**src/design/ctu_pkg.sv**
```systemverilog
// package: register map and field layout of the charge/time edge control block
package ctu_pkg;
	// register byte addresses
	localparam logic [3:0] ADDR_CTRL_ONE = 4'h0;
	localparam logic [3:0] ADDR_CTRL_TWO = 4'h4;
	localparam logic [3:0] ADDR_CUR_CTRL = 4'h8;
	localparam logic [3:0] ADDR_FLAGS = 4'hC;
	// measure_control_one fields
	localparam int ONE_MODULE_ON = 15;
	localparam int ONE_IDLE_HALT = 13;
	localparam int ONE_DELAY_MODE = 12;
	localparam int ONE_EDGE_PASS = 11;
	localparam int ONE_SEQ_ENFORCE = 10;
	localparam int ONE_DISCHARGE = 9;
	localparam int ONE_CONV_TRIG = 8;
	localparam logic [15:0] ONE_WMASK = 16'hBF00;
	// measure_control_two fields
	localparam int TWO_FIRST_POL = 14;
	localparam int TWO_FIRST_SEL_LO = 10;
	localparam int TWO_SECOND_SEEN = 9;
	localparam int TWO_FIRST_SEEN = 8;
	localparam int TWO_SECOND_POL = 6;
	localparam int TWO_SECOND_SEL_LO = 2;
	localparam logic [15:0] TWO_WMASK = 16'h7F7C;
	// current_source_control fields
	localparam int CUR_TRIM_LO = 10;
	localparam int CUR_RANGE_LO = 8;
	localparam logic [15:0] CUR_WMASK = 16'hFF00;
	// flag register: interrupt flag and its enable
	localparam int FLG_IRQ_FLAG = 13;
	localparam int FLG_IRQ_EN = 12;
	// reset values
	localparam logic [15:0] RST_REG = 16'h0000;
	// axi responses
	localparam logic [1:0] RESP_OKAY = 2'h0;
	localparam logic [1:0] RESP_DECERR = 2'h3;
endpackage

```
**src/design/ctu_top.sv**
```systemverilog
// top: charge/time edge control with axi4-lite register slave
//
// Summary of operation
// - two-bit current range at bits 9:8
// - six-bit trim at bits 15:10
// - channels respond to level, not transitions
// - per-channel four-bit source select
// - per-channel polarity, low-active after reset
// - sequence mode: second only after first
// - event sets the channel status bit
// - config change at active level sets status
// - current on only with exactly one status
// - software writes status bits directly
// - flag set on every current transition
// - request only when flag and enable set
// - converter trigger after second event when enabled
// - mode bit selects measure or delay
// - edge pass bit gates events
// - idle halt stops edge detection in idle; current output keeps following status
// - polarity one high-active, zero low-active
// - discharge bit grounds the current output
//
// Design decisions made here: register access over AXI4-Lite and the register offsets.
`timescale 1ns/1ps
`default_nettype none
module ctu_top #(
	parameter int SRC_N = 16
) (
	// clock and reset
	input wire logic CLK_SYS_IN,
	input wire logic RST_N_IN,
	// axi4-lite write address
	input wire logic S_AXI_AWVALID_IN,
	output logic S_AXI_AWREADY_OUT,
	input wire logic [3:0] S_AXI_AWADDR_IN,
	// axi4-lite write data
	input wire logic S_AXI_WVALID_IN,
	output logic S_AXI_WREADY_OUT,
	input wire logic [31:0] S_AXI_WDATA_IN,
	input wire logic [3:0] S_AXI_WSTRB_IN,
	// axi4-lite write response
	output logic S_AXI_BVALID_OUT,
	input wire logic S_AXI_BREADY_IN,
	output logic [1:0] S_AXI_BRESP_OUT,
	// axi4-lite read
	input wire logic S_AXI_ARVALID_IN,
	output logic S_AXI_ARREADY_OUT,
	input wire logic [3:0] S_AXI_ARADDR_IN,
	output logic S_AXI_RVALID_OUT,
	input wire logic S_AXI_RREADY_IN,
	output logic [31:0] S_AXI_RDATA_OUT,
	output logic [1:0] S_AXI_RRESP_OUT,
	// edge sources, asynchronous
	input wire logic [SRC_N-1:0] EDGE_SRC_IN,
	input wire logic CHIP_IDLE_IN,
	// analog side
	output logic CURRENT_ON_OUT,
	output logic DISCHARGE_GROUND_OUT,
	output logic DELAY_MODE_OUT,
	output logic [1:0] CURRENT_RANGE_OUT,
	output logic [5:0] CURRENT_TRIM_OUT,
	output logic CONV_TRIGGER_OUT,
	output logic IRQ_OUT
);
	typedef struct packed {
		logic [SRC_N-1:0] sync1;
		logic [SRC_N-1:0] sync2;
		logic idle1;
		logic idle2;
		logic [15:0] ctrl_one;
		logic [15:0] ctrl_two;
		logic [15:0] cur_ctrl;
		logic irq_flag;
		logic irq_en;
		logic cur_on;
		logic trig;
		logic aw_held;
		logic [3:0] aw_addr;
		logic w_held;
		logic [31:0] w_data;
		logic [3:0] w_strb;
		logic bvalid;
		logic [1:0] bresp;
		logic rvalid;
		logic [31:0] rdata;
		logic [1:0] rresp;
	} ctu_state_t;

	ctu_state_t s_q;
	ctu_state_t s_d;

	logic first_lvl;
	logic second_lvl;
	logic first_hit;
	logic second_hit;
	logic running;
	logic do_write;
	logic do_read;
	logic [15:0] wmask16;
	logic [15:0] rd16;
	logic rd_ok;
	logic wr_ok;
	logic cur_next;

	// level compare against polarity; no edge detection on purpose
	always_comb
	begin
		first_lvl = s_q.sync2[s_q.ctrl_two[ctu_pkg::TWO_FIRST_SEL_LO +: 4]];
		second_lvl = s_q.sync2[s_q.ctrl_two[ctu_pkg::TWO_SECOND_SEL_LO +: 4]];
		first_lvl = (first_lvl == s_q.ctrl_two[ctu_pkg::TWO_FIRST_POL]);
		second_lvl = (second_lvl == s_q.ctrl_two[ctu_pkg::TWO_SECOND_POL]);
	end

	// idle halt freezes the edge logic while the chip idles
	assign running = s_q.ctrl_one[ctu_pkg::ONE_MODULE_ON]
		& ~(s_q.ctrl_one[ctu_pkg::ONE_IDLE_HALT] & s_q.idle2);
	assign first_hit = running & s_q.ctrl_one[ctu_pkg::ONE_EDGE_PASS] & first_lvl;
	assign second_hit = running & s_q.ctrl_one[ctu_pkg::ONE_EDGE_PASS] & second_lvl
		& (~s_q.ctrl_one[ctu_pkg::ONE_SEQ_ENFORCE]
		| s_q.ctrl_two[ctu_pkg::TWO_FIRST_SEEN]);

	assign do_write = s_q.aw_held & s_q.w_held & ~s_q.bvalid;
	assign do_read = S_AXI_ARVALID_IN & ~s_q.rvalid;
	assign wmask16 = {{8{s_q.w_strb[1]}}, {8{s_q.w_strb[0]}}};
	assign wr_ok = (s_q.aw_addr == ctu_pkg::ADDR_CTRL_ONE) | (s_q.aw_addr == ctu_pkg::ADDR_CTRL_TWO)
		| (s_q.aw_addr == ctu_pkg::ADDR_CUR_CTRL) | (s_q.aw_addr == ctu_pkg::ADDR_FLAGS);

	always_comb
	begin
		rd_ok = 1'b1;
		rd16 = 16'h0000;
		unique case (S_AXI_ARADDR_IN)
			ctu_pkg::ADDR_CTRL_ONE: rd16 = s_q.ctrl_one;
			ctu_pkg::ADDR_CTRL_TWO: rd16 = s_q.ctrl_two;
			ctu_pkg::ADDR_CUR_CTRL: rd16 = s_q.cur_ctrl;
			ctu_pkg::ADDR_FLAGS:
				rd16 = 16'(({15'h0000, s_q.irq_flag} << ctu_pkg::FLG_IRQ_FLAG)
					| ({15'h0000, s_q.irq_en} << ctu_pkg::FLG_IRQ_EN));
			default: rd_ok = 1'b0;
		endcase
	end

	always_comb
	begin
		s_d = s_q;
		s_d.sync1 = EDGE_SRC_IN;
		s_d.sync2 = s_q.sync1;
		s_d.idle1 = CHIP_IDLE_IN;
		s_d.idle2 = s_q.idle1;
		// write channel capture, either order
		if (S_AXI_AWVALID_IN && !s_q.aw_held)
		begin
			s_d.aw_held = 1'b1;
			s_d.aw_addr = S_AXI_AWADDR_IN;
		end
		if (S_AXI_WVALID_IN && !s_q.w_held)
		begin
			s_d.w_held = 1'b1;
			s_d.w_data = S_AXI_WDATA_IN;
			s_d.w_strb = S_AXI_WSTRB_IN;
		end
		if (do_write)
		begin
			s_d.aw_held = 1'b0;
			s_d.w_held = 1'b0;
			s_d.bvalid = 1'b1;
			s_d.bresp = wr_ok ? ctu_pkg::RESP_OKAY : ctu_pkg::RESP_DECERR;
			unique case (s_q.aw_addr)
				ctu_pkg::ADDR_CTRL_ONE:
					s_d.ctrl_one = (s_q.ctrl_one & ~(wmask16 & ctu_pkg::ONE_WMASK))
						| (s_q.w_data[15:0] & wmask16 & ctu_pkg::ONE_WMASK);
				ctu_pkg::ADDR_CTRL_TWO:
					s_d.ctrl_two = (s_q.ctrl_two & ~(wmask16 & ctu_pkg::TWO_WMASK))
						| (s_q.w_data[15:0] & wmask16 & ctu_pkg::TWO_WMASK);
				ctu_pkg::ADDR_CUR_CTRL:
					s_d.cur_ctrl = (s_q.cur_ctrl & ~(wmask16 & ctu_pkg::CUR_WMASK))
						| (s_q.w_data[15:0] & wmask16 & ctu_pkg::CUR_WMASK);
				ctu_pkg::ADDR_FLAGS:
					if (s_q.w_strb[1])
					begin
						s_d.irq_flag = s_q.w_data[ctu_pkg::FLG_IRQ_FLAG];
						s_d.irq_en = s_q.w_data[ctu_pkg::FLG_IRQ_EN];
					end
				default: ;
			endcase
		end
		if (s_q.bvalid && S_AXI_BREADY_IN)
			s_d.bvalid = 1'b0;
		if (do_read)
		begin
			s_d.rvalid = 1'b1;
			s_d.rdata = {16'h0000, rd16};
			s_d.rresp = rd_ok ? ctu_pkg::RESP_OKAY : ctu_pkg::RESP_DECERR;
		end
		else if (s_q.rvalid && S_AXI_RREADY_IN)
			s_d.rvalid = 1'b0;
		// hardware set wins over a same-cycle software clear
		if (first_hit)
			s_d.ctrl_two[ctu_pkg::TWO_FIRST_SEEN] = 1'b1;
		if (second_hit)
			s_d.ctrl_two[ctu_pkg::TWO_SECOND_SEEN] = 1'b1;
		// current follows the registered status bits
		cur_next = s_q.ctrl_one[ctu_pkg::ONE_MODULE_ON]
			& (s_q.ctrl_two[ctu_pkg::TWO_FIRST_SEEN] ^ s_q.ctrl_two[ctu_pkg::TWO_SECOND_SEEN]);
		s_d.cur_on = cur_next;
		if (cur_next != s_q.cur_on)
			s_d.irq_flag = 1'b1;
		s_d.trig = second_hit & ~s_q.ctrl_two[ctu_pkg::TWO_SECOND_SEEN]
			& s_q.ctrl_one[ctu_pkg::ONE_CONV_TRIG];
	end

	always_ff @(posedge CLK_SYS_IN or negedge RST_N_IN)
	begin
		if (!RST_N_IN)
			s_q <= '0;
		else
			s_q <= s_d;
	end

	assign S_AXI_AWREADY_OUT = ~s_q.aw_held;
	assign S_AXI_WREADY_OUT = ~s_q.w_held;
	assign S_AXI_BVALID_OUT = s_q.bvalid;
	assign S_AXI_BRESP_OUT = s_q.bresp;
	assign S_AXI_ARREADY_OUT = ~s_q.rvalid;
	assign S_AXI_RVALID_OUT = s_q.rvalid;
	assign S_AXI_RDATA_OUT = s_q.rdata;
	assign S_AXI_RRESP_OUT = s_q.rresp;
	assign CURRENT_ON_OUT = s_q.cur_on;
	assign DISCHARGE_GROUND_OUT = s_q.ctrl_one[ctu_pkg::ONE_DISCHARGE];
	assign DELAY_MODE_OUT = s_q.ctrl_one[ctu_pkg::ONE_DELAY_MODE];
	assign CURRENT_RANGE_OUT = s_q.cur_ctrl[ctu_pkg::CUR_RANGE_LO +: 2];
	assign CURRENT_TRIM_OUT = s_q.cur_ctrl[ctu_pkg::CUR_TRIM_LO +: 6];
	assign CONV_TRIGGER_OUT = s_q.trig;
	assign IRQ_OUT = s_q.irq_flag & s_q.irq_en;

	a_current_xor: assert property (@(posedge CLK_SYS_IN) disable iff (!RST_N_IN)
		1'b1 |=> CURRENT_ON_OUT == ($past(s_q.ctrl_one[ctu_pkg::ONE_MODULE_ON])
		& ($past(s_q.ctrl_two[9]) ^ $past(s_q.ctrl_two[8]))))
		else $error("current not exactly-one status");
	a_flag_on_toggle: assert property (@(posedge CLK_SYS_IN) disable iff (!RST_N_IN)
		$changed(CURRENT_ON_OUT) |-> s_q.irq_flag)
		else $error("no flag on current change");
	a_irq_gate: assert property (@(posedge CLK_SYS_IN) disable iff (!RST_N_IN)
		IRQ_OUT |-> (s_q.irq_flag && s_q.irq_en))
		else $error("irq without flag and enable");
	a_seq_order: assert property (@(posedge CLK_SYS_IN) disable iff (!RST_N_IN)
		(s_q.ctrl_one[ctu_pkg::ONE_SEQ_ENFORCE] && !s_q.ctrl_two[8] && !s_q.ctrl_two[9]
		&& !do_write) |=> !s_q.ctrl_two[9])
		else $error("second event before first");
	a_edge_block: assert property (@(posedge CLK_SYS_IN) disable iff (!RST_N_IN)
		(!s_q.ctrl_one[ctu_pkg::ONE_EDGE_PASS] && !do_write && !s_q.ctrl_two[8])
		|=> !s_q.ctrl_two[8])
		else $error("blocked edge set status");
	a_off_no_current: assert property (@(posedge CLK_SYS_IN) disable iff (!RST_N_IN)
		!s_q.ctrl_one[ctu_pkg::ONE_MODULE_ON] |=> !CURRENT_ON_OUT)
		else $error("current on while module off");
	a_level_sets: assert property (@(posedge CLK_SYS_IN) disable iff (!RST_N_IN)
		first_hit |=> s_q.ctrl_two[8])
		else $error("active level did not set status");
	a_trig_gate: assert property (@(posedge CLK_SYS_IN) disable iff (!RST_N_IN)
		CONV_TRIGGER_OUT |-> $past(s_q.ctrl_one[ctu_pkg::ONE_CONV_TRIG]) && s_q.ctrl_two[9])
		else $error("trigger without enable or second event");
	a_idle_halt: assert property (@(posedge CLK_SYS_IN) disable iff (!RST_N_IN)
		(s_q.idle2 && s_q.ctrl_one[ctu_pkg::ONE_IDLE_HALT]) |-> !first_hit && !second_hit)
		else $error("edges taken while halted in idle");

	// bus answers stand until the master takes them
	a_bvalid_hold: assert property (@(posedge CLK_SYS_IN) disable iff (!RST_N_IN)
		S_AXI_BVALID_OUT && !S_AXI_BREADY_IN |=> S_AXI_BVALID_OUT)
		else $error("write response dropped early");

	a_bresp_hold: assert property (@(posedge CLK_SYS_IN) disable iff (!RST_N_IN)
		S_AXI_BVALID_OUT && !S_AXI_BREADY_IN |=> $stable(S_AXI_BRESP_OUT))
		else $error("write response changed while waiting");

	a_rvalid_hold: assert property (@(posedge CLK_SYS_IN) disable iff (!RST_N_IN)
		S_AXI_RVALID_OUT && !S_AXI_RREADY_IN |=> S_AXI_RVALID_OUT)
		else $error("read response dropped early");

	a_rdata_hold: assert property (@(posedge CLK_SYS_IN) disable iff (!RST_N_IN)
		S_AXI_RVALID_OUT && !S_AXI_RREADY_IN |=> $stable(S_AXI_RDATA_OUT))
		else $error("read data changed while waiting");

	a_rdata_upper: assert property (@(posedge CLK_SYS_IN) disable iff (!RST_N_IN)
		S_AXI_RVALID_OUT |-> S_AXI_RDATA_OUT[31:16] == 16'h0000)
		else $error("upper read half not zero");

	// unmapped writes are refused with an error and change nothing
	a_decerr_wr: assert property (@(posedge CLK_SYS_IN) disable iff (!RST_N_IN)
		do_write && !wr_ok |=> S_AXI_BRESP_OUT == ctu_pkg::RESP_DECERR)
		else $error("unmapped write not refused");

	a_okay_wr: assert property (@(posedge CLK_SYS_IN) disable iff (!RST_N_IN)
		do_write && wr_ok |=> S_AXI_BRESP_OUT == ctu_pkg::RESP_OKAY)
		else $error("mapped write not accepted");

	// status bits: hardware sets, software writes, both stick
	a_second_sets: assert property (@(posedge CLK_SYS_IN) disable iff (!RST_N_IN)
		second_hit |=> s_q.ctrl_two[9])
		else $error("second level did not set status");

	a_status_sticky: assert property (@(posedge CLK_SYS_IN) disable iff (!RST_N_IN)
		s_q.ctrl_two[8] && !do_write |=> s_q.ctrl_two[8])
		else $error("status cleared without a write");

	a_status_write: assert property (@(posedge CLK_SYS_IN) disable iff (!RST_N_IN)
		do_write && s_q.aw_addr == ctu_pkg::ADDR_CTRL_TWO && s_q.w_strb[1] && !first_hit
		|=> s_q.ctrl_two[8] == $past(s_q.w_data[8]))
		else $error("software status write lost");

	a_off_frozen: assert property (@(posedge CLK_SYS_IN) disable iff (!RST_N_IN)
		!running && !do_write && !s_q.ctrl_two[8] |=> !s_q.ctrl_two[8])
		else $error("status set while module stopped");

	a_both_off: assert property (@(posedge CLK_SYS_IN) disable iff (!RST_N_IN)
		s_q.ctrl_two[8] && s_q.ctrl_two[9] |=> !CURRENT_ON_OUT)
		else $error("current on with both status set");

	a_none_off: assert property (@(posedge CLK_SYS_IN) disable iff (!RST_N_IN)
		!s_q.ctrl_two[8] && !s_q.ctrl_two[9] |=> !CURRENT_ON_OUT)
		else $error("current on with no status set");

	// flag, trigger and request
	a_flag_sticky: assert property (@(posedge CLK_SYS_IN) disable iff (!RST_N_IN)
		s_q.irq_flag && !do_write |=> s_q.irq_flag)
		else $error("flag cleared without a write");

	a_trig_pulse: assert property (@(posedge CLK_SYS_IN) disable iff (!RST_N_IN)
		CONV_TRIGGER_OUT |=> !CONV_TRIGGER_OUT)
		else $error("trigger longer than one cycle");

	a_trig_off: assert property (@(posedge CLK_SYS_IN) disable iff (!RST_N_IN)
		!s_q.ctrl_one[ctu_pkg::ONE_CONV_TRIG] |=> !CONV_TRIGGER_OUT)
		else $error("trigger while disabled");

	a_irq_en_low: assert property (@(posedge CLK_SYS_IN) disable iff (!RST_N_IN)
		!s_q.irq_en |-> !IRQ_OUT)
		else $error("request while disabled");

	// unused register bits never come up
	a_one_unused: assert property (@(posedge CLK_SYS_IN) disable iff (!RST_N_IN)
		(s_q.ctrl_one & ~ctu_pkg::ONE_WMASK) == 16'h0000)
		else $error("unused control one bit set");

	a_two_unused: assert property (@(posedge CLK_SYS_IN) disable iff (!RST_N_IN)
		(s_q.ctrl_two & 16'h8083) == 16'h0000)
		else $error("unused control two bit set");

	// analog settings follow the last write
	a_mode_write: assert property (@(posedge CLK_SYS_IN) disable iff (!RST_N_IN)
		do_write && s_q.aw_addr == ctu_pkg::ADDR_CTRL_ONE && s_q.w_strb[1]
		|=> DELAY_MODE_OUT == $past(s_q.w_data[12]))
		else $error("mode bit not written");

	a_range_write: assert property (@(posedge CLK_SYS_IN) disable iff (!RST_N_IN)
		do_write && s_q.aw_addr == ctu_pkg::ADDR_CUR_CTRL && s_q.w_strb[1]
		|=> CURRENT_RANGE_OUT == $past(s_q.w_data[9:8]))
		else $error("range field not written");
endmodule
`default_nettype wire

```
**config.mk**
```make
export PLATFORM = sky130hd
export DESIGN_NAME = ctu_top
export DESIGN_NICKNAME = d
export VERILOG_FILES = /design/src/design/ctu_pkg.sv /design/src/design/ctu_top.sv
export SDC_FILE = /design/constraint.sdc
export NUM_CORES = 1
export LEC_CHECK = 0
export BUFFER_PORTS_ARGS = -buffer_cell sky130_fd_sc_hd__buf_2
export CAP_MARGIN = 20
export CORE_UTILIZATION = 30
export CTS_CLUSTER_SIZE = 12
export DETAILED_ROUTE_END_ITERATION = 10
export GPL_ROUTABILITY_DRIVEN = 0
export PLACE_DENSITY_LB_ADDON = 0.3
export SETUP_SLACK_MARGIN = 0.15
export SYNTH_ARGS = -nofsm -noshare
export SYNTH_HDL_FRONTEND = slang
export SYNTH_SLANG_ARGS = --single-unit
export TNS_END_PERCENT = 30
```
**constraint.sdc**
```tcl
create_clock -name CLK_SYS_IN -period 4.2 [get_ports CLK_SYS_IN]
set_input_delay 0.21 -clock CLK_SYS_IN [delete_from_list [all_inputs] [get_ports CLK_SYS_IN]]
set_output_delay 0.21 -clock CLK_SYS_IN [all_outputs]
set_load 0.01 [all_outputs]
```
==> results.env <==
STATUS='finished, final reports clean'
TOTALWIRELENGTH_UM=8920
POWER.IR.VDD_WORST_mV=0.246
POST_CTS_RESIZE_COUNT=0
VIAS=2611
SYN_TO_FINAL_GROWTH_PCT=17.7
YOSYS.AREA_SHARE.ADDER_PCT=0
GRT_OVERFLOW=0
FINAL_MIN_PERIOD_OVER_CLOCK_PERIOD_PCT=49.3
N_ANTENNA_CELL=0
SYNTH_MUX_AREA_SHARE_PCT=18.5
CTS_HOLD_REPAIR.BUFFERS=18
TIMING.CRITICAL_PATH.FANOUT_MAX=14
GRT_START_MAX_NET_PINS=65
CP-START-KIND='flip-flop'
SYNTH_COMPOUND_AREA_SHARE_PCT=6.22
SYNTH_LARGEST_AREA_CELL='sky130_fd_sc_hd__dfrtp_1'
FILL_CELLS=1432
REG2REG_SLACK_NS=2.13
NNETSFINAL=466
POST-CTS-SETUP-BUFFER-COUNT=0
DIE_HEIGHT_UM=123
YOSYSSEQAREASHARE_PCT=58.3
PORT_BUFFERS=81
POST_DRT_WL_PER_CELL_UM=15.2
PLACED_AREA_UM2=4750
FLOORPLAN.ROWS=44
MAXSLEWVIOLCOUNT=0
WORST_HOLD_PATH.NUM_CELLS=2
CTS_TREE='yes'
HOLD_VIOL_FINAL=0
YS_DOMINANT_REG_CELL='sky130_fd_sc_hd__dfrtp_1'
FINAL_DESIGN_AREA_NO_FILL_UM2=5200
SYNTH.CELL_AREA_UM2=4420
CLOCK_TREE.ROOT_CELL='sky130_fd_sc_hd__clkbuf_16'
INSERTION_DELAY_NS=0.35
IOPINCOUNT=122
DETAIL_ROUTE.FIRST_PASS.ITERATIONS=4
TNS_NS=0
ROUTED_VIA_DENSITY=4.45
RSZ0062_AT_GRT='no'
WORST-SETUP-PATH-TYPE='flip-flop to flip-flop'
DRT-INITIAL-DRC-COUNT=82
H-TREE-DEPTH=3
SKEW_NS=0.00504
VIAS_IN_THE_FIRST_GLOBAL_ROUTE=2700
TIMING.FINAL.CRIT_PERIOD_NS=2.07
WORST_SLEW_MARGIN_REL_PCT=45.2
FLOORPLAN.CORE_AREA_UM2=14500
REQUIRED_NS=4.43
FP.DIEAREA_UM2=15200
SYNTHXORXNORAREAFRAC_PCT=0.396
WIRE_LENGTH_OF_THE_FIRST_GLOBAL_ROUTING_PASS_UM=14700
SYNTH_ASYNC_SR_FLOP_SHARE_PCT=100
CLK_TRANSITION_REPORTED_PATHS_NS=0.07
WORST_HOLD_PATH_TYPE='input port to flip-flop'
SYNTH_CELL_TYPE_COUNT=42
WORST-SLEW-PIN-TRANSITION_NS=0.823
CHIPWIDTH_UM=123
DRIVE_ABOVE_1_SHARE_PCT=38.7
GRT_USE_TOTAL_PCT=13.1
DP_HPWL_UM=6520
AREA_SHARE_OF_THE_LARGEST_CELL_TYPE_AFTER_SYNTHESIS_PCT=58.3
SYNTH_SEQ_CELLS=103
INITIAL_STANDARD_CELL_UTILIZATION_OF_THE_CORE_PCT=30.5
SYNTH_ENABLE_FLOP_CELLS=0
SYNTH.TOP_CELLS.BY_COUNT='sky130_fd_sc_hd__dfrtp_1 (103), sky130_fd_sc_hd__buf_4 (44), sky130_fd_sc_hd__mux2_2 (42)'
HOLD_PATH_END='S_AXI_RVALID_OUT'
FF2FF_PATH_DEPTH=3
R2R_START='S_AXI_BVALID_OUT'
CRIT_ARRIVAL_NS=2.30
ROUTE.DETAILED.DRC=0
ROUTE.ANTENNA.REMAINING_NETS=0
HOLD_START='S_AXI_RREADY_IN'
CTS_NUM_SINKS=103
REPORT.FINAL.SETUP_VIOL=0
MAXCAPVIOLCOUNT=0
POWER_DENSITY_nW_PER_UM2=570
YOSYS_WARNS=0
POSTSYNTHCELLCOUNT=323
CLOCK.FMAX_MHz=483
SYNTH_SIMPLE_GATE_AREA_SHARE_PCT=6.65
ANTENNA_FOUND_INITIAL=0
CLK_PATH_BUF_DEPTH=2
MULTI_INPUT_COMB_AREA_UM2=1480
CRITICAL_PATH.ENDPOINT_TYPE='flip-flop'
LEAKAGEPOWER_nW=2.45
TRITONCTS.NUM_BUFFERS=9
SYNTH.AVG_CELL_AREA_UM2=13.7
SYNTH_AREA_LEADERS='sky130_fd_sc_hd__dfrtp_1 (58%), sky130_fd_sc_hd__mux2_2 (11%), sky130_fd_sc_hd__buf_4 (7.5%), sky130_fd_sc_hd__mux4_2 (4.1%), sky130_fd_sc_hd__a22o_1 (2.6%)'
MAIN_COMBINATIONAL_CELL_FAMILY_BY_AREA_AFTER_SYNTHESIS='multiplexers'
FF_LATCH_AREA_UM2=2580
YOSYS.CELL_COUNT.TOP_TYPE='sky130_fd_sc_hd__dfrtp_1'
==> final cells by class <==
cell class	count	share of cell area, %
Multi-Input combinational cell	172	28.4
Tap cell	184	4.42
Sequential cell	103	49.5
Clock inverter	5	0.625
Clock buffer	11	4.66
Inverter	11	0.793
Timing Repair Buffer	101	11.6
==> worst max path at each step <==
stage,startpoint,end,slack (ns),cells after the start
after floorplan,s_q[76],flip-flop,2.41,5
after global placement,S_AXI_BVALID_OUT,flip-flop,2.13,3
after detailed placement,S_AXI_BVALID_OUT,flip-flop,2.11,3
after CTS,S_AXI_BVALID_OUT,flip-flop,2.10,3
after global routing,S_AXI_BVALID_OUT,flip-flop,1.97,3
final,S_AXI_BVALID_OUT,flip-flop,2.13,3
==> power breakdown <==
part           leakage (nW)  total [mW]  switching [mW]  internal [mW]
logic                  1.04       0.724           0.331          0.393
clock network         0.140       0.771           0.353          0.418
registers              1.28        1.47           0.240           1.23
==> through the flow <==
stage          setup WS, ns  hold WS, ns  util [%]  std cells  power, mW
2_1_floorplan          2.41      -0.0856         -        341       2.01
3_3_place_gp           2.13        0.320      32.8        553       2.19
3_5_place_dp           2.11        0.320      32.8        553       2.22
4_1_cts                2.10       0.0363      35.9        587       3.02
5_1_grt                1.97       0.0415      35.9        587       3.16
6_report               2.13       0.0533      35.9        587       2.97
==> cell usage in the layout, fill, tap and decap left out, types with 3 or more instances in the layout <==
cell type,n
sky130_fd_sc_hd__a22o_1,13
sky130_fd_sc_hd__and2_1,3
sky130_fd_sc_hd__buf_2,80
sky130_fd_sc_hd__buf_4,3
sky130_fd_sc_hd__clkbuf_16,9
sky130_fd_sc_hd__clkinv_2,3
sky130_fd_sc_hd__conb_1,19
sky130_fd_sc_hd__dfrtp_1,103
sky130_fd_sc_hd__dlygate4sd3_1,18
sky130_fd_sc_hd__inv_1,11
sky130_fd_sc_hd__mux2_2,42
sky130_fd_sc_hd__mux2_4,5
sky130_fd_sc_hd__mux2i_1,9
sky130_fd_sc_hd__mux4_2,8
sky130_fd_sc_hd__nand2_1,18
sky130_fd_sc_hd__nand3_1,3
sky130_fd_sc_hd__nor2b_1,4
sky130_fd_sc_hd__nor3b_1,3
sky130_fd_sc_hd__nor4_1,3
sky130_fd_sc_hd__o21ai_0,10
==> worst max-delay path, stage by stage, from the launching register on <==
cell and delay [ns]:
sky130_fd_sc_hd__dfrtp_1 0.39, sky130_fd_sc_hd__nand3b_1 0.50, sky130_fd_sc_hd__nor4_4 0.67, sky130_fd_sc_hd__mux2_2 0.40
==> routing by layer <==
metal	vias up	global-route usage (%)	wire length, um	part of all wire (%)
met1	1283	17.0	4120	46
met5	-	0	0	0
li1	1234	-	-	-
met3	13	3.83	532	6.0
met2	81	20.0	4060	46
met4	0	6.25	208	2.3
==> logic make-up (layout without fill, tap and decap cells) <==
| logic type | after synthesis | after routing |
|---|---|---|
| AO/OA/AOI/OAI | 37 | 37 |
| XOR/XNOR | 2 | 2 |
| buffers and inverters | 66 | 128 |
| multiplexers | 64 | 64 |
| AND/OR/NAND/NOR | 50 | 50 |
| flip-flops | 103 | 103 |
| other | 1 | 19 |
(Power assumes the default switching activity.)
